### src/hw/dmarp_pkg.sv
// Shared constants for the repeat-mode DMA channel
package dmarp_pkg;
	localparam int APB_AW = 8;
	localparam int APB_DW = 32;
	localparam int MAR_W = 24;
	localparam int IO_SIDE_ADDRESS_W = 16;
	localparam int CNT_W = 8;
	localparam int DATA_W = 16;
	// Register byte offsets
	localparam logic [APB_AW-1:0] OFF_CTRL = 8'h00;
	localparam logic [APB_AW-1:0] OFF_BAND = 8'h04;
	localparam logic [APB_AW-1:0] OFF_WEN = 8'h08;
	localparam logic [APB_AW-1:0] OFF_MAR = 8'h0C;
	localparam logic [APB_AW-1:0] OFF_IO_SIDE_ADDRESS = 8'h10;
	localparam logic [APB_AW-1:0] OFF_CNT = 8'h14;
	localparam logic [APB_AW-1:0] OFF_STAT = 8'h18;
	// Channel control fields
	localparam int CTRL_W = 5;
	localparam int CTRL_WORD = 0;
	localparam int CTRL_DEC = 1;
	localparam int CTRL_RPE = 2;
	localparam int CTRL_TRANSFER_END_IRQ_ENABLE = 3;
	localparam int CTRL_DIR = 4;
	localparam logic [CTRL_W-1:0] CTRL_RESET = 5'h00;
	// Band control fields
	localparam int BAND_W = 16;
	localparam int BAND_DTE_CH = 4;
	localparam logic [BAND_W-1:0] BAND_PROT_MASK = 16'h0111;
	localparam logic [BAND_W-1:0] BAND_AE_MASK = 16'hF000;
	localparam logic [BAND_W-1:0] BAND_ALL = 16'hFFFF;
	localparam logic [BAND_W-1:0] BAND_RESET = 16'h0000;
	// Write enable and status fields
	localparam int WEN_W = 2;
	localparam int WEN_A = 0;
	localparam int STAT_STOP = 0;
	localparam int STAT_BUSY = 1;
	localparam int CNT_HOLD_LSB = 8;
	// Fixed upper page of the I/O side address
	localparam logic [7:0] IO_SIDE_ADDRESS_PAGE = 8'hFF;
	localparam logic [CNT_W-1:0] CNT_LAST = 8'h01;
	localparam logic [MAR_W-1:0] STEP_BYTE = 24'h000001;
	localparam logic [MAR_W-1:0] STEP_WORD = 24'h000002;
endpackage : dmarp_pkg

### src/hw/dmarp_xfer_if.sv
// Hand-off between channel sequencer and bus engine
`timescale 1ns/1ps
interface dmarp_xfer_if;
	logic start;
	logic [dmarp_pkg::MAR_W-1:0] src;
	logic [dmarp_pkg::MAR_W-1:0] dst;
	logic word;
	logic done;
	logic busy;
	modport main (output start, output src, output dst, output word, input done, input busy);
	modport eng (input start, input src, input dst, input word, output done, output busy);
endinterface : dmarp_xfer_if

### src/hw/dmarp_engine.sv
// Bus engine: one read from source, one write to destination
`timescale 1ns/1ps
module dmarp_engine #(
	parameter int ADDR_W = dmarp_pkg::MAR_W
) (
	// Clock and reset
	input wire logic sys_clk_i,
	input wire logic rst_n_i,
	// Sequencer side
	dmarp_xfer_if.eng xf,
	// System bus master
	output logic bus_req_o,
	output logic [ADDR_W-1:0] bus_addr_o,
	output logic bus_we_o,
	output logic bus_word_o,
	output logic [dmarp_pkg::DATA_W-1:0] bus_wdata_o,
	input wire logic bus_ack_i,
	input wire logic [dmarp_pkg::DATA_W-1:0] bus_rdata_i
);
	import dmarp_pkg::*;

	typedef enum logic [1:0] {E_IDLE, E_RD, E_WR} dmarp_eng_type;
	dmarp_eng_type state_q;
	logic [ADDR_W-1:0] dst_q;
	logic done_q;

	if (ADDR_W != MAR_W) begin : g_bad_width
		$error("dmarp_engine: ADDR_W must equal the memory address width");
	end

	assign xf.busy = (state_q != E_IDLE);
	assign xf.done = done_q;

	always_ff @(posedge sys_clk_i or negedge rst_n_i) begin
		if (!rst_n_i) begin
			state_q <= E_IDLE;
			bus_req_o <= 1'b0;
			bus_addr_o <= '0;
			bus_we_o <= 1'b0;
			bus_word_o <= 1'b0;
			bus_wdata_o <= '0;
			dst_q <= '0;
			done_q <= 1'b0;
		end else begin
			done_q <= 1'b0;
			case (state_q)
				E_IDLE: begin
					if (xf.start) begin
						bus_addr_o <= xf.src;
						dst_q <= xf.dst;
						bus_word_o <= xf.word;
						bus_we_o <= 1'b0;
						bus_req_o <= 1'b1;
						state_q <= E_RD;
					end
				end
				E_RD: begin
					// Request stays up; address turns to the destination
					if (bus_ack_i) begin
						bus_wdata_o <= bus_rdata_i;
						bus_addr_o <= dst_q;
						bus_we_o <= 1'b1;
						state_q <= E_WR;
					end
				end
				E_WR: begin
					if (bus_ack_i) begin
						bus_req_o <= 1'b0;
						bus_we_o <= 1'b0;
						done_q <= 1'b1;
						state_q <= E_IDLE;
					end
				end
				default: state_q <= E_IDLE;
			endcase
		end
	end
endmodule : dmarp_engine

### src/hw/dmarp_channel.sv
// Repeat-mode DMA channel: registers, write protection and transfer sequencing
`timescale 1ns/1ps
// What this block does
// - Registers are reachable from reset, and the stop bit blocks the start of every transfer while it is set.
// - While the channel write enable is 0, writes to the control register and band bits 8, 4, 0 are ignored.
// - Writes from the transfer controller port never change band bits 15 to 12.
// - A transfer controller write of 1 to the band enable bits takes effect at once while the channel write enable is 1, no prior read needed.
// - Memory address, I/O address and count registers take writes at any time.
// - Repeat mode runs when repeat enable is 1 and the transfer end interrupt enable is 0.
// - Each request moves one byte or word, then steps the memory address, for the programmed count.
// - At the end of the count in repeat mode, address and live count are restored and transfers go on.
// - Direction 0 reads memory and writes I/O, direction 1 the reverse, and the I/O address never moves.
// - The memory address steps up or down each transfer and returns to its start value at the end of the count in repeat mode only.
// - The live count drops each transfer and at the end reloads from the hold byte in repeat mode or clears to 0 otherwise; the hold byte never changes by itself.
module dmarp_channel (
	// Clock and reset
	input wire logic sys_clk_i,
	input wire logic rst_n_i,
	// APB slave
	input wire logic psel_i,
	input wire logic penable_i,
	input wire logic pwrite_i,
	input wire logic [dmarp_pkg::APB_AW-1:0] paddr_i,
	input wire logic [dmarp_pkg::APB_DW-1:0] pwdata_i,
	output logic [dmarp_pkg::APB_DW-1:0] prdata_o,
	output logic pready_o,
	output logic pslverr_o,
	// Transfer controller write port
	input wire logic dtc_valid_i,
	output logic dtc_ready_o,
	input wire logic [dmarp_pkg::APB_AW-1:0] dtc_addr_i,
	input wire logic [dmarp_pkg::APB_DW-1:0] dtc_wdata_i,
	// Transfer request
	input wire logic xfer_req_i,
	// System bus master
	output logic bus_req_o,
	output logic [dmarp_pkg::MAR_W-1:0] bus_addr_o,
	output logic bus_we_o,
	output logic bus_word_o,
	output logic [dmarp_pkg::DATA_W-1:0] bus_wdata_o,
	input wire logic bus_ack_i,
	input wire logic [dmarp_pkg::DATA_W-1:0] bus_rdata_i
);
	import dmarp_pkg::*;

	typedef enum logic {M_IDLE, M_RUN} dmarp_main_type;

	function automatic logic [BAND_W-1:0] merge_bits(input logic [BAND_W-1:0] old_v,
		input logic [BAND_W-1:0] new_v, input logic [BAND_W-1:0] mask);
		merge_bits = (old_v & ~mask) | (new_v & mask);
	endfunction : merge_bits

	function automatic logic [MAR_W-1:0] mar_step(input logic [MAR_W-1:0] memory_side_address,
		input logic word, input logic dec);
		logic [MAR_W-1:0] step;
		step = word ? STEP_WORD : STEP_BYTE;
		mar_step = dec ? memory_side_address - step : memory_side_address + step;
	endfunction : mar_step

	dmarp_main_type state_q;
	logic [CTRL_W-1:0] ctrl_q;
	logic [BAND_W-1:0] band_q;
	logic [WEN_W-1:0] wen_q;
	logic [MAR_W-1:0] mar_q;
	logic [MAR_W-1:0] mar_start_q;
	logic [IO_SIDE_ADDRESS_W-1:0] io_side_address_q;
	logic [CNT_W-1:0] hold_q;
	logic [CNT_W-1:0] live_q;
	logic stop_q;
	logic req_pend_q;
	logic [APB_DW-1:0] rdata_q;
	logic err_q;
	logic apb_wr;
	logic dtc_wr;
	logic wr_en;
	logic [APB_AW-1:0] wr_addr;
	logic [APB_DW-1:0] wr_data;
	logic [BAND_W-1:0] band_mask;
	logic repeat_mode;
	logic last;
	logic upd;
	logic hw_end;
	logic go;
	logic [MAR_W-1:0] io_full;

	dmarp_xfer_if x ();

	dmarp_engine #(
		.ADDR_W(MAR_W)
	) u_engine (
		.sys_clk_i(sys_clk_i),
		.rst_n_i(rst_n_i),
		.xf(x.eng),
		.bus_req_o(bus_req_o),
		.bus_addr_o(bus_addr_o),
		.bus_we_o(bus_we_o),
		.bus_word_o(bus_word_o),
		.bus_wdata_o(bus_wdata_o),
		.bus_ack_i(bus_ack_i),
		.bus_rdata_i(bus_rdata_i)
	);

	// APB write access phase owns the write path; the controller port waits a cycle
	assign apb_wr = psel_i & penable_i & pwrite_i;
	assign dtc_ready_o = ~apb_wr;
	assign dtc_wr = dtc_valid_i & ~apb_wr;
	assign wr_en = apb_wr | dtc_wr;
	assign wr_addr = apb_wr ? paddr_i : dtc_addr_i;
	assign wr_data = apb_wr ? pwdata_i : dtc_wdata_i;
	assign pready_o = 1'b1;
	assign prdata_o = rdata_q;
	assign pslverr_o = psel_i & penable_i & err_q;

	assign repeat_mode = ctrl_q[CTRL_RPE] & ~ctrl_q[CTRL_TRANSFER_END_IRQ_ENABLE];
	assign last = (live_q == CNT_LAST);
	assign upd = x.done;
	assign hw_end = upd & last & ~repeat_mode;
	assign go = req_pend_q & band_q[BAND_DTE_CH] & ~stop_q & ~x.busy;
	assign io_full = {IO_SIDE_ADDRESS_PAGE, io_side_address_q};

	always_comb begin
		band_mask = BAND_ALL;
		if (!wen_q[WEN_A]) begin
			band_mask = band_mask & ~BAND_PROT_MASK;
		end
		if (dtc_wr) begin
			band_mask = band_mask & ~BAND_AE_MASK;
		end
	end

	// Channel control
	always_ff @(posedge sys_clk_i or negedge rst_n_i) begin
		if (!rst_n_i) begin
			ctrl_q <= CTRL_RESET;
		end else if (wr_en && wr_addr == OFF_CTRL && wen_q[WEN_A]) begin
			ctrl_q <= wr_data[CTRL_W-1:0];
		end
	end

	// Band control; a write in the same cycle beats the end-of-count clear
	always_ff @(posedge sys_clk_i or negedge rst_n_i) begin
		if (!rst_n_i) begin
			band_q <= BAND_RESET;
		end else if (wr_en && wr_addr == OFF_BAND) begin
			band_q <= merge_bits(band_q, wr_data[BAND_W-1:0], band_mask);
		end else if (hw_end) begin
			band_q[BAND_DTE_CH] <= 1'b0;
		end
	end

	// Write enables
	always_ff @(posedge sys_clk_i or negedge rst_n_i) begin
		if (!rst_n_i) begin
			wen_q <= '0;
		end else if (wr_en && wr_addr == OFF_WEN) begin
			wen_q <= wr_data[WEN_W-1:0];
		end
	end

	// Memory address with its saved start value
	always_ff @(posedge sys_clk_i or negedge rst_n_i) begin
		if (!rst_n_i) begin
			mar_q <= '0;
			mar_start_q <= '0;
		end else if (wr_en && wr_addr == OFF_MAR) begin
			mar_q <= wr_data[MAR_W-1:0];
			mar_start_q <= wr_data[MAR_W-1:0];
		end else if (upd) begin
			if (last && repeat_mode) begin
				mar_q <= mar_start_q;
			end else begin
				mar_q <= mar_step(mar_q, ctrl_q[CTRL_WORD], ctrl_q[CTRL_DEC]);
			end
		end
	end

	// I/O address: only software moves it
	always_ff @(posedge sys_clk_i or negedge rst_n_i) begin
		if (!rst_n_i) begin
			io_side_address_q <= '0;
		end else if (wr_en && wr_addr == OFF_IO_SIDE_ADDRESS) begin
			io_side_address_q <= wr_data[IO_SIDE_ADDRESS_W-1:0];
		end
	end

	// Transfer count; hold byte changes only by a write
	always_ff @(posedge sys_clk_i or negedge rst_n_i) begin
		if (!rst_n_i) begin
			hold_q <= '0;
			live_q <= '0;
		end else if (wr_en && wr_addr == OFF_CNT) begin
			hold_q <= wr_data[CNT_HOLD_LSB+CNT_W-1:CNT_HOLD_LSB];
			live_q <= wr_data[CNT_W-1:0];
		end else if (upd) begin
			if (last) begin
				live_q <= repeat_mode ? hold_q : '0;
			end else begin
				live_q <= live_q - CNT_LAST;
			end
		end
	end

	// Module stop
	always_ff @(posedge sys_clk_i or negedge rst_n_i) begin
		if (!rst_n_i) begin
			stop_q <= 1'b0;
		end else if (wr_en && wr_addr == OFF_STAT) begin
			stop_q <= wr_data[STAT_STOP];
		end
	end

	// Pending request; a new request wins over the clear at start
	always_ff @(posedge sys_clk_i or negedge rst_n_i) begin
		if (!rst_n_i) begin
			req_pend_q <= 1'b0;
		end else if (xfer_req_i) begin
			req_pend_q <= 1'b1;
		end else if (x.start) begin
			req_pend_q <= 1'b0;
		end
	end

	// Sequencer
	always_ff @(posedge sys_clk_i or negedge rst_n_i) begin
		if (!rst_n_i) begin
			state_q <= M_IDLE;
			x.start <= 1'b0;
			x.src <= '0;
			x.dst <= '0;
			x.word <= 1'b0;
		end else begin
			x.start <= 1'b0;
			case (state_q)
				M_IDLE: begin
					if (go) begin
						x.start <= 1'b1;
						x.src <= ctrl_q[CTRL_DIR] ? io_full : mar_q;
						x.dst <= ctrl_q[CTRL_DIR] ? mar_q : io_full;
						x.word <= ctrl_q[CTRL_WORD];
						state_q <= M_RUN;
					end
				end
				M_RUN: begin
					// Stop is sampled only between transfers so a bus cycle is never cut
					if (x.done) begin
						state_q <= M_IDLE;
					end
				end
				default: state_q <= M_IDLE;
			endcase
		end
	end

	// Read data and error are prepared in the setup phase so pready can stay high
	always_ff @(posedge sys_clk_i or negedge rst_n_i) begin
		if (!rst_n_i) begin
			rdata_q <= '0;
			err_q <= 1'b0;
		end else if (psel_i && !penable_i) begin
			err_q <= 1'b0;
			rdata_q <= '0;
			case (paddr_i)
				OFF_CTRL: rdata_q[CTRL_W-1:0] <= ctrl_q;
				OFF_BAND: rdata_q[BAND_W-1:0] <= band_q;
				OFF_WEN: rdata_q[WEN_W-1:0] <= wen_q;
				OFF_MAR: rdata_q[MAR_W-1:0] <= mar_q;
				OFF_IO_SIDE_ADDRESS: rdata_q[IO_SIDE_ADDRESS_W-1:0] <= io_side_address_q;
				OFF_CNT: rdata_q[2*CNT_W-1:0] <= {hold_q, live_q};
				OFF_STAT: begin
					rdata_q[STAT_STOP] <= stop_q;
					rdata_q[STAT_BUSY] <= (state_q != M_IDLE);
				end
				default: err_q <= 1'b1;
			endcase
		end
	end
endmodule : dmarp_channel

### config.mk
export PLATFORM = sky130hd
export DESIGN_NAME = dmarp_channel
export DESIGN_NICKNAME = d
export VERILOG_FILES = /design/src/hw/dmarp_pkg.sv /design/src/hw/dmarp_xfer_if.sv /design/src/hw/dmarp_engine.sv /design/src/hw/dmarp_channel.sv
export SDC_FILE = /design/constraint.sdc
export NUM_CORES = 1
export LEC_CHECK = 0
export BUFFER_PORTS_ARGS = -buffer_cell sky130_fd_sc_hd__clkbuf_2
export CORE_UTILIZATION = 35
export CTS_BUF_LIST = sky130_fd_sc_hd__clkbuf_8
export CTS_CLUSTER_DIAMETER = 80
export DETAILED_ROUTE_END_ITERATION = 8
export PLACE_DENSITY = 0.64
export RECOVER_POWER = 50
export SLEW_MARGIN = 5
export SYNTH_ARGS = -nofsm -noshare
export SYNTH_HDL_FRONTEND = slang
export SYNTH_SLANG_ARGS = --single-unit
### constraint.sdc
create_clock -name sys_clk_i -period 4.55 [get_ports sys_clk_i]
set_input_delay 0.2275 -clock sys_clk_i [delete_from_list [all_inputs] [get_ports sys_clk_i]]
set_output_delay 0.2275 -clock sys_clk_i [all_outputs]
set_load 0.005 [all_outputs]
# Yosys cells after proc, flatten, opt, wreduce, memory -nomap -nowiden
# Index checks and enable logic that the tools add are counted.
[op_classes]
n_addsub = 3
n_eq_ne = 18
muxes = 42
bitwise = 21
reduce_logical = 30
[op_table]
columns = ["cell", "n"]
rows = [
  ["$mux W24", 9],
  ["$eq A8 B5 Y1 const B", 6],
  ["$mux W8", 6],
  ["$pmux W24 S2", 1],
  ["$pmux W11 S4", 1],
  ["$and A16 B16 Y16", 2],
  ["$eq A8 B4 Y1 const B", 4],
  ["$add A24 B2 Y24", 1],
  ["$sub A24 B2 Y24", 1],
  ["$eq A8 B3 Y1 const B", 2],
  ["$logic_not A8 Y1", 2],
  ["$mux W16", 1],
  ["$not A16 Y16", 1],
  ["$or A16 B16 Y16", 1],
  ["$pmux W3 S5", 1],
  ["$pmux W2 S7", 1],
  ["$reduce_bool A2 Y1", 7],
  ["$mux W1", 13],
  ["$and A1 B1 Y1", 10],
  ["$logic_and A1 B1 Y1", 10],
  ["$mux W9", 1],
  ["$reduce_and A3 Y1", 3],
  ["$eq A8 B1 Y1 const B", 1],
  ["$mux W2", 4],
  ["other kinds (15)", 25],
]
[word_totals]
register_bits = 251
input_bits = 104
elab_cells = 140

# Logic depth before layout (Yosys ltp)
# Gate-level depths: netlist of run 1.
[logic_depth]
depth_word = 9
depth_mapped = 10
mapped_depth_nobuf = 10

# Cells and area by module
# A second synthesis of run 1 with hierarchy kept.
[unflattened]
hier_cells = 1254
area_unflattened_um2 = 12734.7
[by_module_without_submodules]
columns = ["module", "n_inst", "cells_each", "area_each_um2", "seq_area_each_um2"]
rows = [
  ["dmarp_channel", 1, 1071, 9804.4, 4529.3],
  ["dmarp_engine", 1, 183, 2930.3, 1751.7],
]

# Least setup slack after synthesis of run 1
# OpenSTA, ideal clock, no wires.
[synth_timing]
path_type = "register to register"
start = "register ctrl_q[1]"
end = "register mar_q[20]"
setup_ns = 0.080
arrival_ns = 2.638
required_ns = 4.470
setup_slack_ns = 1.832
path_stages_with_launch = 9
n_path_buf = 0
synth_period_minus_slack_ns = 2.718
cell_sequence = "dfrtp_1 nor2b_1 fa_1 a21o_1 a221oi_1 o21a_1 o31a_1 mux2_2 nor3_2"
[synth_via]
elab_chain_len = 4
[synth_lines]
columns = ["element", "line", "source"]
rows = [
  ["from (decl)", "dmarp_channel.sv:61", "logic [CTRL_W-1:0] ctrl_q;"],
  ["from (signal assigned)", "dmarp_channel.sv:136", "ctrl_q <= wr_data[CTRL_W-1:0];"],
  ["$mux W24", "dmarp_channel.sv:57", "mar_step = dec ? memory_side_address - step : memory_side_address + step;"],
  ["$mux W24", "dmarp_channel.sv:169", "if (last && repeat_mode) begin"],
  ["$mux W24", "dmarp_channel.sv:168", "end else if (upd) begin"],
  ["$mux W24", "dmarp_channel.sv:165", "end else if (wr_en && wr_addr == OFF_MAR) begin"],
  ["to (signal assigned)", "dmarp_channel.sv:166", "mar_q <= wr_data[MAR_W-1:0];"],
  ["to (signal assigned)", "dmarp_channel.sv:170", "mar_q <= mar_start_q;"],
  ["to (signal assigned)", "dmarp_channel.sv:172", "mar_q <= mar_step(mar_q, ctrl_q[CTRL_WORD], ctrl_q[CTRL_DEC]);"],
  ["to (decl)", "dmarp_channel.sv:64", "logic [MAR_W-1:0] mar_q;"],
]
# Every way passes these cells. The select of a mux whose other input is x is not followed.
# A chain may end at the register's enable or synchronous reset.

# Worst setup path in the final report of run 1
[layout_timing]
start = "input paddr_i[4] (netlist bit)"
end = "register mar_q[17]"
[layout_via]
elab_chain_len = 4
elab_cells_between_ends = 5
[layout_lines]
columns = ["element", "line", "source"]
rows = [
  ["from (decl)", "dmarp_channel.sv:23", "input wire logic [dmarp_pkg::APB_AW-1:0] paddr_i,"],
  ["$mux W8 (*)", "dmarp_channel.sv:108", "assign wr_addr = apb_wr ? paddr_i : dtc_addr_i;"],
  ["$eq A8 B4 Y1 (*)", "dmarp_channel.sv:165", ""],
  ["$logic_and A1 B1 Y1 (*)", "dmarp_channel.sv:165", ""],
  ["$mux W24 or $reduce_bool A2 Y1 (tied branches)", "-", ""],
]
# Mark *: on every way between the ends. The rest lies on a longest branch, timed or not.

==> metrics.md, run 1 <==
| Metric | Value |
|---|---|
| Status | finished with violations |
| Failing checks | design-rule violations, max-capacitance violations, max-slew violations |
| Static leakage | 6.85 nW |
| Crit path largest cell delay | 0.90 ns |
| Worst setup path class | input pin to flip-flop |
| Final #Nets | 1679 |
| Dpl hpwl | 25.6 mm |
| Final std cells w/o fill | 2044 |
| Setup crit start kind | input pin |
| Crit-path most repeated cell | clkbuf_1 |
| Share of cells above drive strength 1 | 0.143 |
| Rel. slew slack | -0.989 |
| First-pass GRT wire length | 57.9 mm |
| Pwr Density | 466 mW/mm^2 |
| Final WL | 36.1 mm |
| Synth area leaders | dfrtp_1, nand2_1, mux2i_1, o21ai_0, a21oi_1 |
| Sw frac | 0.340 |
| Starting density of the core | 0.358 |
| Register area share after synthesis | 0.490 |
| Die W | 193 microns |
| WL/cell | 17.7 microns |
| Top-count cell post-synth | nand2_1 |
| EDFF count, synth | 0 |
| Pwr Total | 7.01 mW |
| Clock Power Share | 0.296 |
| CTS resizes | 0 |
| Mapped cell area | 0.0128 sq mm |
| CP Capture Type | flip-flop |
| Post-synth cell types | 74 |
| Synth cell count leaders | nand2_1, dfrtp_1, o21ai_0 |
| Gr ovfl total | 0 |
| CTS buffer count | 45 |
| Port bufs | 156 |
| DR pass1 iterations | 7 |
| Fin Hold WS | 0.0245 ns |
| CTS Hold Bufs | 25 |
| Via Count | 10700 |
| H-tree levels | 2 |
| Setup TNS Final | 0 ns |
| WP buf/inv | 3 |
| Critical path arrival | 3.93 ns |
| Max-slew violations | 184 |
| Clock root buffer | clkbuf_8 |
| CTS max path bufs | 3 |
| Vias in the first global route | 10400 |
| GRT Resource Usage Total | 0.194 |
| Antenna violation net count after detailed routing | 0 |
| Post-synth top flop | dfrtp_1 |
| End-of-flow core utilization | 0.419 |
| Worst Skew | 0.0171 ns |
| RSZ-0062 raised after global routing | false |
| CP max-delay cell | nor4_1 |
| Fin crit share | 0.770 |
| Initial antenna violation count | 0 |
| CP top delay family | buffers and inverters |
| Post-CTS setup buffer count | 0 |
| Critical-path cell list | clkbuf_1 > nor4_1 > and4_1 > clkbuf_1 > a21o_2 > buf_4 > a2111oi_0 > a21oi_1 > o211ai_1 |
| Slew @ Worst Pin | 2.98 ns |
| Yosys top cell area share | 0.490 |
| Placed Cells | 1938 |
| Final RePlAce weighted congestion | 0.897 |
| Minimum clock period | 3.50 ns |
| Crit-path max FO | 24 |
| Starting DRC count in detailed routing | 925 |
| Asr flop ratio synth | 1.00 |
| Clock Pin Slew Worst Setup and Hold Paths | 0.06 ns |
| Hold Vio Cnt, Final | 0 |
| Core area | 0.0358 sq mm |
| Logic pwr share | 0.246 |
| Clock tree sinks | 251 |
| Syn Inst Count | 1386 |
| Die Area | 0.0374 sq mm |
| Remaining DRCs | 13 |
| Max VDD drop | 0.000216 V |
| CTS tree | done |
| Internal Power | 4.62 mW |
| Max Fclk | 285 MHz |
| CP Data Required Time | 4.98 ns |
| #FFs+latches synth | 251 |
| Setup-failing EPs final | 0 |
| # diodes | 0 |
| Worst skew pair latency | 0.56 ns |
| Largest net degree at the start of global routing | 122 |
| Via density per instance | 5.26 |
| HP Class | input pin to flip-flop |
| Switching power of the nets | 2.38 mW |
| I/O pins | 182 |
| # rows | 69 |
| Average cell area after synthesis | 9.25 sq um |
| Reg power frac | 0.457 |
| Die height | 193 microns |
| Max-Cap Viols | 3 |
| Layout area overhead | 17.2% |
| Synth warnings | 0 |
| Yosys top cell by area | dfrtp_1 |
## stage by stage
stage	instance area (sq um)	setup slack, ns
global route	15000	0.733
detailed placement	14000	1.25
global placement	14000	1.31
floorplan	12800	1.83
finish	15000	1.05
CTS	15100	1.25
## layout make-up
type | instances | area, sq um
Multi-Input combinational cell | 1033 | 6090
Fill cell | 3631 | 20800
Tap cell | 461 | 577
Clock inverter | 24 | 113
Inverter | 20 | 75.1
Sequential cell | 251 | 6280
Clock buffer | 57 | 785
Timing Repair Buffer | 198 | 1100
## registers in the layout, indices dropped and copies added (netlist names), 2 cells and up, named ones only
signal	flops
band_q	10
ctrl_q	5
hold_q	8
io_side_address_q	16
live_q	8
mar_q	24
mar_start_q	24
prdata_o	24
u_engine.bus_addr_o	24
u_engine.bus_wdata_o	16
u_engine.dst_q	24
u_engine.state_q	2
wen_q	2
x.dst	24
x.src	24
## layout by cell type (no fill, tap or decap), types with 37 or more instances in the layout
cell type	synthesis	routed
mux2i_1	92	92
o21ai_0	153	152
inv_1	18	37
dfrtp_1	251	250
a21oi_1	80	79
nor2_1	103	103
clkbuf_2	0	110
clkbuf_1	48	49
nand2_1	283	282
clkbuf_8	0	57
## tightest hold or removal path: stages
cell      delay, ns
clkbuf_2       0.07
mux2i_1        0.08
a21oi_1        0.16
## kinds of logic after synthesis
group / after synthesis / synth area share
AO/OA/AOI/OAI: 366 / 0.171
adder cells (fa/ha/maj): 26 / 0.0260
XOR/XNOR: 13 / 0.00888
buffers and inverters: 109 / 0.0384
multiplexers: 113 / 0.0903
AND/OR/NAND/NOR: 506 / 0.174
other: 2 / 0.000586
flip-flops: 251 / 0.490
## layer usage
layer,vias to the layer above,wire (microns),GRT usage,part of all wire
met2,366,15700,0.294,0.44
li1,5204,-,-,-
met3,65,2170,0.0286,0.060
met4,0,865,0.0593,0.024
met1,5109,17300,0.286,0.48
met5,-,0,0,0
## path summary, 6_finish.rpt
kind | slack (ns) | to | from | depth (start not counted)
max in group asynchronous | 1.53 | mar_start_q[20] | rst_n_i | 3
worst min register to register | 0.46 | u_engine.dst_q[0] | x.dst[0] | 2
worst min-delay path | 0.02 | mar_start_q[21] | pwdata_i[21] | 3
min in group asynchronous | 1.16 | u_engine.bus_wdata_o[10] | rst_n_i | 2
worst max-delay path | 1.05 | mar_q[17] | paddr_i[4] | 9
worst max register to register | 1.25 | mar_q[20] | ctrl_q[1] | 8
## power groups by stage
stage | registers (mW) | clock network, mW | logic, mW
final | 3.20 | 2.08 | 1.73
after global routing | 3.27 | 2.23 | 1.96
after CTS | 3.19 | 2.13 | 1.75
after detailed placement | 3.23 | 0 | 1.73
after global placement | 3.21 | 0 | 1.68
after floorplan | 3.06 | 0 | 1.22
(Power assumes the default switching activity.)
==> run 2: changes to the inputs <==
ABC_AREA = 1   (was unset)
PLACE_DENSITY = 0.66   (was 0.64)
clock period = 3 ns   (was 4.55 ns; I/O delays follow)
==> run 2 against run 1 <==
Net effect: the run ends with max-capacitance violations, max-slew violations left; die area up 2.3%; register-to-register slack worse by 0.66 ns; utilization up 0.64 points; sequential power up 18%; worst hold slack better by 0.0050 ns; combinational power down 36%; largest cell class unchanged; largest power group unchanged.
==> metrics.md, run 2 <==
| Metric | Value |
|---|---|
| Setup crit start kind | flip-flop (was input pin) |
| CTS tree | done (unchanged) |
| Hold Vio Cnt, Final | 0 (unchanged) |
| Critical path arrival | 2.88 ns (was 3.93 ns) |
| Core area | 0.0367 sq mm (was 0.0358 sq mm) |
| Asr flop ratio synth | 1.00 (unchanged) |
| End-of-flow core utilization | 0.426 (was 0.419) |
| Via Count | 11900 (was 10700) |
| Synth warnings | 0 (unchanged) |
| Rel. slew slack | -0.518 (was -0.989) |
| First-pass GRT wire length | 63.0 mm (was 57.9 mm) |
| Worst Hold End | mar_start_q[22] (was mar_start_q[21]) |
| Layout area overhead | 19.2% (was 17.2%) |
| CP Data Required Time | 3.47 ns (was 4.98 ns) |
| Worst R2R Start | ctrl_q[1] (unchanged) |
| Yosys top cell area share | 0.479 (was 0.490) |
| Post-synth top flop | dfrtp_1 (unchanged) |
| Placed Cells | 2275 (was 1938) |
| Max-slew violations | 86 (was 184) |
| Commonest non-fill, non-tap cell in the layout | nand2_1 (unchanged) |
| Syn Inst Count | 1698 (was 1386) |
| Worst setup path class | flip-flop to flip-flop (was input pin to flip-flop) |
| Top-count cell post-synth | nand2_1 (unchanged) |
| CTS max path bufs | 3 (unchanged) |
| Crit path largest cell delay | 0.44 ns (was 0.90 ns) |
| Status | finished with violations (unchanged) |
| Setup TNS Final | 0 ns (unchanged) |
| Synth cell count leaders | nand2_1, dfrtp_1, o21ai_0 (unchanged) |
| Crit-path most repeated cell | nand2_1 (was clkbuf_1) |
| Static leakage | 7.84 nW (was 6.85 nW) |
| Minimum clock period | 2.41 ns |
| Hold_sp | pwdata_i[22] (was pwdata_i[21]) |
| Via density per instance | 4.97 (was 5.26) |
| Post-synth cell types | 48 (was 74) |
| Crit-path max FO | 22 (was 24) |
| Clock tree sinks | 251 (unchanged) |
| Die Area | 0.0382 sq mm (was 0.0374 sq mm) |
| Worst r2r path cells | 11 (was 8) |
| Worst Skew | 0.0398 ns (was 0.0171 ns) |
| R2R setup slack | 0.59 ns (was 1.25 ns) |
| Port bufs | 156 (unchanged) |
| Most frequent cells in the layout | nand2_1, dfrtp_1, inv_1 (was nand2_1, dfrtp_1, o21ai_0) |
| Pwr Density | 521 mW/mm^2 (was 466 mW/mm^2) |
| Final std cells w/o fill | 2393 (was 2044) |
| Max VDD drop | 0.000259 V (was 0.000216 V) |
| Register area share after synthesis | 0.479 (was 0.490) |
| Placed cell area | 0.0143 sq mm (was 0.0140 sq mm) |
| RSZ-0062 raised after global routing | false (unchanged) |
| Post-CTS setup buffer count | 0 (unchanged) |
| Yosys top cell by area | dfrtp_1 (unchanged) |
| Clock root buffer | clkbuf_8 (unchanged) |
| I/O pins | 182 (unchanged) |
| CP max-delay cell | o21ai_0 (was nor4_1) |
| Antenna violation net count after detailed routing | 0 (unchanged) |
| Critical-path cell list | buf_4 > ha_1 > nand2_1 > nand2_1 > nand3_1 > o21ai_0 > nand3b_1 > nand3_1 > nand3_1 > nand2_1 > nand2_1 (was clkbuf_1 > nor4_1 > and4_1 > clkbuf_1 > a21o_2 > buf_4 > a2111oi_0 > a21oi_1 > o211ai_1) |
| Fin Hold WS | 0.0295 ns (was 0.0245 ns) |
| Fill cells | 3713 (was 3631) |
| Average cell area after synthesis | 7.72 sq um (was 9.25 sq um) |
| Failing checks | max-capacitance violations, max-slew violations (was design-rule violations, max-capacitance violations, max-slew violations) |
| Die height | 196 microns (was 193 microns) |
| HP Class | input pin to flip-flop (unchanged) |
| Clock Pin Slew Worst Setup and Hold Paths | 0.06 ns (about the same) |
| Max-Cap Viols | 1 (was 3) |
| Vias in the first global route | 11300 (was 10400) |
| Setup-failing EPs final | 0 (unchanged) |
| CP Capture Type | flip-flop (unchanged) |
| Share of cells above drive strength 1 | 0.144 (was 0.143) |
| GRT Resource Usage Total | 0.209 (was 0.194) |
| Starting DRC count in detailed routing | 855 (was 925) |
| Initial antenna violation count | 0 (unchanged) |
| Final RePlAce weighted congestion | 0.916 (was 0.897) |
| Fin crit share | 0.802 |
| DR pass1 iterations | 5 (was 7) |
| Final #Nets | 2023 (was 1679) |
| Mapped cell area | 0.0131 sq mm (was 0.0128 sq mm) |
| Final instance area | 0.0156 sq mm (was 0.0150 sq mm) |
| # rows | 70 (was 69) |
| Largest net degree at the start of global routing | 88 (was 122) |
| Final WL | 39.5 mm (was 36.1 mm) |
| Gr ovfl total | 0 (unchanged) |
| Slew @ Worst Pin | 2.28 ns (was 2.98 ns) |
| Worst setup path startpoint | ctrl_q[1] (was paddr_i[4]) |
| Hold Path Cell Cnt | 6 (was 3) |
| Synth area leaders | dfrtp_1, nand2_1, o21ai_0, inv_1, nor2_1 (was dfrtp_1, nand2_1, mux2i_1, o21ai_0, a21oi_1) |
| H-tree levels | 2 (unchanged) |
| Worst skew pair latency | 0.58 ns (was 0.56 ns) |
| Critical R2R Capture | mar_q[16] (was mar_q[20]) |
| Starting density of the core | 0.357 (was 0.358) |
| EDFF count, synth | 0 (unchanged) |
| Dpl hpwl | 28.1 mm (was 25.6 mm) |
| # diodes | 0 (unchanged) |
| Die W | 196 microns (was 193 microns) |
| #FFs+latches synth | 251 (unchanged) |
| CTS buffer count | 44 (was 45) |
| Remaining DRCs | 0 (was 13) |
| Max Fclk | 416 MHz |
| WL/cell | 16.5 microns (was 17.7 microns) |
run 2: worst max-delay path, delay by kind of cell (launching register included):
family,cells,cell delay (ns)
AOI/OAI and AO/OA,1,0.44
adders and majority gates,1,0.41
buffers and inverters,1,0.25
DFF,1,0.41
and+or+nand+nor,8,0.79
run 2: cell type report:
type | count | area [sq um] | area share
inverter | 206 | 781 | 0.0500
multi-input combinational | 1174 | 5720 | 0.366
timing repair buffer | 216 | 1330 | 0.0854
clock buffer | 59 | 812 | 0.0520
tap | 468 | 586 | 0.0375
clock inverter | 19 | 106 | 0.00681
sequential | 251 | 6280 | 0.402
run 2: where the power goes:
group	internal, mW	leakage, nW	switching (mW)
clock network	1.83	0.529	1.42
registers	3.59	3.23	0.186
logic	0.422	4.08	0.681
run 2: timing repair:
item                                    CTS  global route
hold endpoints to repair                120             0
gates resized for setup                   0             0
hold buffers                             40             0
endpoints found under the setup margin    0             0
run 2: worst max-delay path by stage:
| stage | to | slack (ns) | cells after the start |
|---|---|---|---|
| global route | io_side_address_q[11] | 0.34 | 3 |
| global placement | mar_q[16] | 0.65 | 11 |
| finish | mar_q[16] | 0.59 | 11 |
| floorplan | mar_q[16] | 0.79 | 12 |
| CTS | mar_q[12] | 0.66 | 11 |
| detailed placement | mar_q[12] | 0.67 | 11 |
run 2: metal layers:
metal	wire, microns	GRT usage	share of wire
met1	18700	0.296	0.47
met2	17200	0.324	0.44
met3	2460	0.0335	0.062
met4	1100	0.0712	0.028
met5	0	0	0
run 2: kinds of logic (layout without fill, tap and decap cells):
family                   Yosys count  count (layout)  share of synthesized area
AO/OA/AOI/OAI                    371             371                      0.158
XOR/XNOR                          12              12                    0.00802
adder cells (fa/ha/maj)           26              26                     0.0254
buffers and inverters            280             500                     0.0872
flip-flops                       251             251                      0.479
multiplexers                      17              17                     0.0146
other                              2               9                   0.000573
AND/OR/NAND/NOR                  739             739                      0.227
run 2: stage by stage:
| stage | total power, mW | setup WS [ns] |
|---|---|---|
| 3_3_place_gp | 4.87 | 0.647 |
| 5_1_grt | 8.53 | 0.340 |
| 3_5_place_dp | 4.90 | 0.672 |
| 6_report | 8.14 | 0.594 |
| 4_1_cts | 8.22 | 0.656 |
| 2_1_floorplan | 4.40 | 0.785 |
==> run 3: changes to the inputs <==
clock period = 2 ns   (was 3 ns; I/O delays follow)
==> run 3 against run 2 <==
Net effect: largest power group unchanged; combinational power rose by 110%; clock skew fell by 0.018 ns; via count rose by 4.4%; critical path depth rose by 1; worst hold slack improved by 0.0020 ns; clock power rose by 53%; global-route usage rose by 1.0 points; the flow finishes with violations (negative setup slack); flip-flop and latch count did not move; highest routed layer unchanged; non-clock buffer count rose by 112.
==> metrics.md, run 3 (synthesis gave the netlist of run 2 again) <==
| Metric | Value |
|---|---|
| Remaining DRCs | 0 (unchanged) |
| # diodes | 0 (unchanged) |
| Slew @ Worst Pin | 1.15 ns (was 2.28 ns) |
| Worst skew pair latency | 0.58 ns (about the same) |
| CTS max path bufs | 3 (unchanged) |
| Via density per instance | 4.95 (was 4.97) |
| Internal Power | 9.21 mW (was 5.85 mW) |
| Pwr Density | 744 mW/mm^2 (was 521 mW/mm^2) |
| Clock Pin Slew Worst Setup and Hold Paths | 0.06 ns (about the same) |
| Clock root buffer | clkbuf_8 (unchanged) |
| Setup TNS Final | -1.60 ns (was 0 ns) |
| Fin crit share | 1.09 (was 0.802) |
| DR pass1 iterations | 6 (was 5) |
| Max VDD drop | 0.000379 V (was 0.000259 V) |
| Met2 WL | 18.2 mm (was 17.2 mm) |
| Failing checks | negative setup slack (was max-capacitance violations, max-slew violations) |
| H-tree levels | 2 (unchanged) |
| I/O pins | 182 (unchanged) |
| Largest net degree at the start of global routing | 82 (was 88) |
| R2R setup slack | -0.18 ns (was 0.59 ns) |
| GRT Resource Usage Total | 0.219 (was 0.209) |
| RSZ-0062 raised after global routing | true (was false) |
| Antenna violation net count after detailed routing | 0 (unchanged) |
| Critical path arrival | 2.63 ns (was 2.88 ns) |
| Place WS | -0.179 ns (was 0.672 ns) |
| Starting DRC count in detailed routing | 940 (was 855) |
| Critical R2R Capture | mar_q[9] (was mar_q[16]) |
| Critical path destination | mar_q[9] (was mar_q[16]) |
| Commonest non-fill, non-tap cell in the layout | nand2_1 (unchanged) |
| Max-slew violations | 0 (was 86) |
| Share of cells above drive strength 1 | 0.259 (was 0.144) |
| Worst r2r path cells | 12 (was 11) |
| First-pass GRT wire length | 66.2 mm (was 63.0 mm) |
| Rel. slew slack | 0.233 (was -0.518) |
| Worst R2R Start | ctrl_q[1] (unchanged) |
| Initial antenna violation count | 0 (unchanged) |
| Vias in the first global route | 12100 (was 11300) |
| Gr ovfl total | 0 (unchanged) |
| Setup crit start kind | flip-flop (unchanged) |
| Layout area overhead | 32.9% (was 19.2%) |
| Final Worst Setup Slack | -0.183 ns (was 0.594 ns) |
| Logic pwr share | 0.180 (was 0.135) |
| CP Capture Type | flip-flop (unchanged) |
| Fill cells | 3601 (was 3713) |
| CTS buffer count | 44 (unchanged) |
| Switching power of the nets | 3.74 mW (was 2.29 mW) |
| M1 wire length | 19.5 mm (was 18.7 mm) |
| Placed cell area | 0.0151 sq mm (was 0.0143 sq mm) |
| Final instance area | 0.0174 sq mm (was 0.0156 sq mm) |
| HP Class | input pin to flip-flop (unchanged) |
| Final RePlAce weighted congestion | 0.893 (was 0.916) |
| WL/cell | 16.6 microns (was 16.5 microns) |
| Hold_sp | dtc_wdata_i[2] (was pwdata_i[22]) |
| Worst Skew | 0.0223 ns (was 0.0398 ns) |
| End-of-flow core utilization | 0.475 (was 0.426) |
| Worst setup path class | flip-flop to flip-flop (unchanged) |
| Dpl hpwl | 30.5 mm (was 28.1 mm) |
| Via Count | 12400 (was 11900) |
| Clock tree sinks | 251 (unchanged) |
| # rows | 70 (unchanged) |
| Core area | 0.0367 sq mm (unchanged) |
| Crit-path max FO | 8 (was 22) |
| Static leakage | 8.58 nW (was 7.84 nW) |
| Met3 routed WL | 2.50 mm (was 2.46 mm) |
| Max Fclk | 458 MHz (was 416 MHz) |
| Final WL | 41.6 mm (was 39.5 mm) |
| Sw frac | 0.289 (was 0.281) |
| Most frequent cells in the layout | nand2_1, dfrtp_1, inv_1 (unchanged) |
| CP Data Required Time | 2.45 ns (was 3.47 ns) |
| Top Layer Used | met4 (unchanged) |
| Starting density of the core | 0.357 (unchanged) |
| Minimum clock period | 2.18 ns (was 2.41 ns) |
| Max-Cap Viols | 0 (was 1) |
| Final #Nets | 2135 (was 2023) |
| Reg power frac | 0.436 (was 0.464) |
| Hold Vio Cnt, Final | 0 (unchanged) |
| Worst setup path startpoint | ctrl_q[1] (unchanged) |
| Clock Power Share | 0.384 (was 0.400) |
| Setup-failing EPs final | 19 (was 0) |
| Die W | 196 microns (unchanged) |
| Die Area | 0.0382 sq mm (unchanged) |
| Die height | 196 microns (unchanged) |
| CTS tree | done (unchanged) |
| Port bufs | 156 (unchanged) |
| Status | finished with violations (unchanged) |
[run 3: cell type report]
| class | count | area [sq um] | share of cell area |
|---|---|---|---|
| timing repair buffer | 328 | 2260 | 0.130 |
| sequential | 251 | 6290 | 0.361 |
| tap | 468 | 586 | 0.0336 |
| inverter | 206 | 788 | 0.0453 |
| clock inverter | 22 | 151 | 0.00869 |
| clock buffer | 57 | 785 | 0.0450 |
| multi-input combinational | 1174 | 6560 | 0.377 |
[run 3: through the flow]
step / hold slack, ns / power (mW) / std cells
floorplan: -0.196 / 6.61 / 1705
global placement: 0.162 / 7.60 / 2369
detailed placement: 0.162 / 7.63 / 2369
CTS: 0.00333 / 12.9 / 2500
global route: 0.0469 / 13.6 / 2506
finish: 0.0314 / 13.0 / 2506
[run 3: power by group through the flow]
stage / clock, mW / sequential [mW] / combinational, mW
6_report: 4.98 / 5.65 / 2.33
5_1_grt: 5.30 / 5.69 / 2.56
4_1_cts: 5.09 / 5.65 / 2.20
3_5_place_dp: 0 / 5.70 / 1.93
3_3_place_gp: 0 / 5.70 / 1.91
2_1_floorplan: 0 / 5.65 / 0.954
[run 3: how the worst min path moves through the flow]
| stage | cells after the start | end | slack, ns |
|---|---|---|---|
| 6_report | 5 | io_side_address_q[2] | 0.03 |
| 5_1_grt | 5 | mar_q[5] | 0.05 |
| 4_1_cts | 5 | mar_q[5] | 0.003 |
| 3_5_place_dp | 1 | u_engine.bus_addr_o[9] | 0.16 |
| 3_3_place_gp | 1 | u_engine.bus_addr_o[9] | 0.16 |
| 2_1_floorplan | 0 | asynchronous set/reset pin | -0.20 |
[run 3: worst max-delay path, stage by stage (launching register included)]
cell     delay [ns]
dfrtp_4        0.60
buf_12         0.20
ha_4           0.24
nand2_4        0.10
inv_1          0.09
nand2_1        0.09
nand2_1        0.05
nand2_1        0.07
nand3_2        0.15
a21oi_2        0.17
o21ai_1        0.13
nand3_1        0.09
nand3_1        0.06
[run 3: metal layers]
metal	vias up	global-route usage
li1	6097	-
met1	5812	0.308
met2	405	0.342
met3	93	0.0363
met4	0	0.0761
met5	-	0
[run 3: what timing repair did]
action	4_1_cts	5_1_grt
gates resized for setup	138	74
setup buffers	6	8
pin swaps	42	51
gates cloned	1	0
setup endpoints to repair	21	42
endpoints found under the hold margin	118	0
hold buffers	46	0
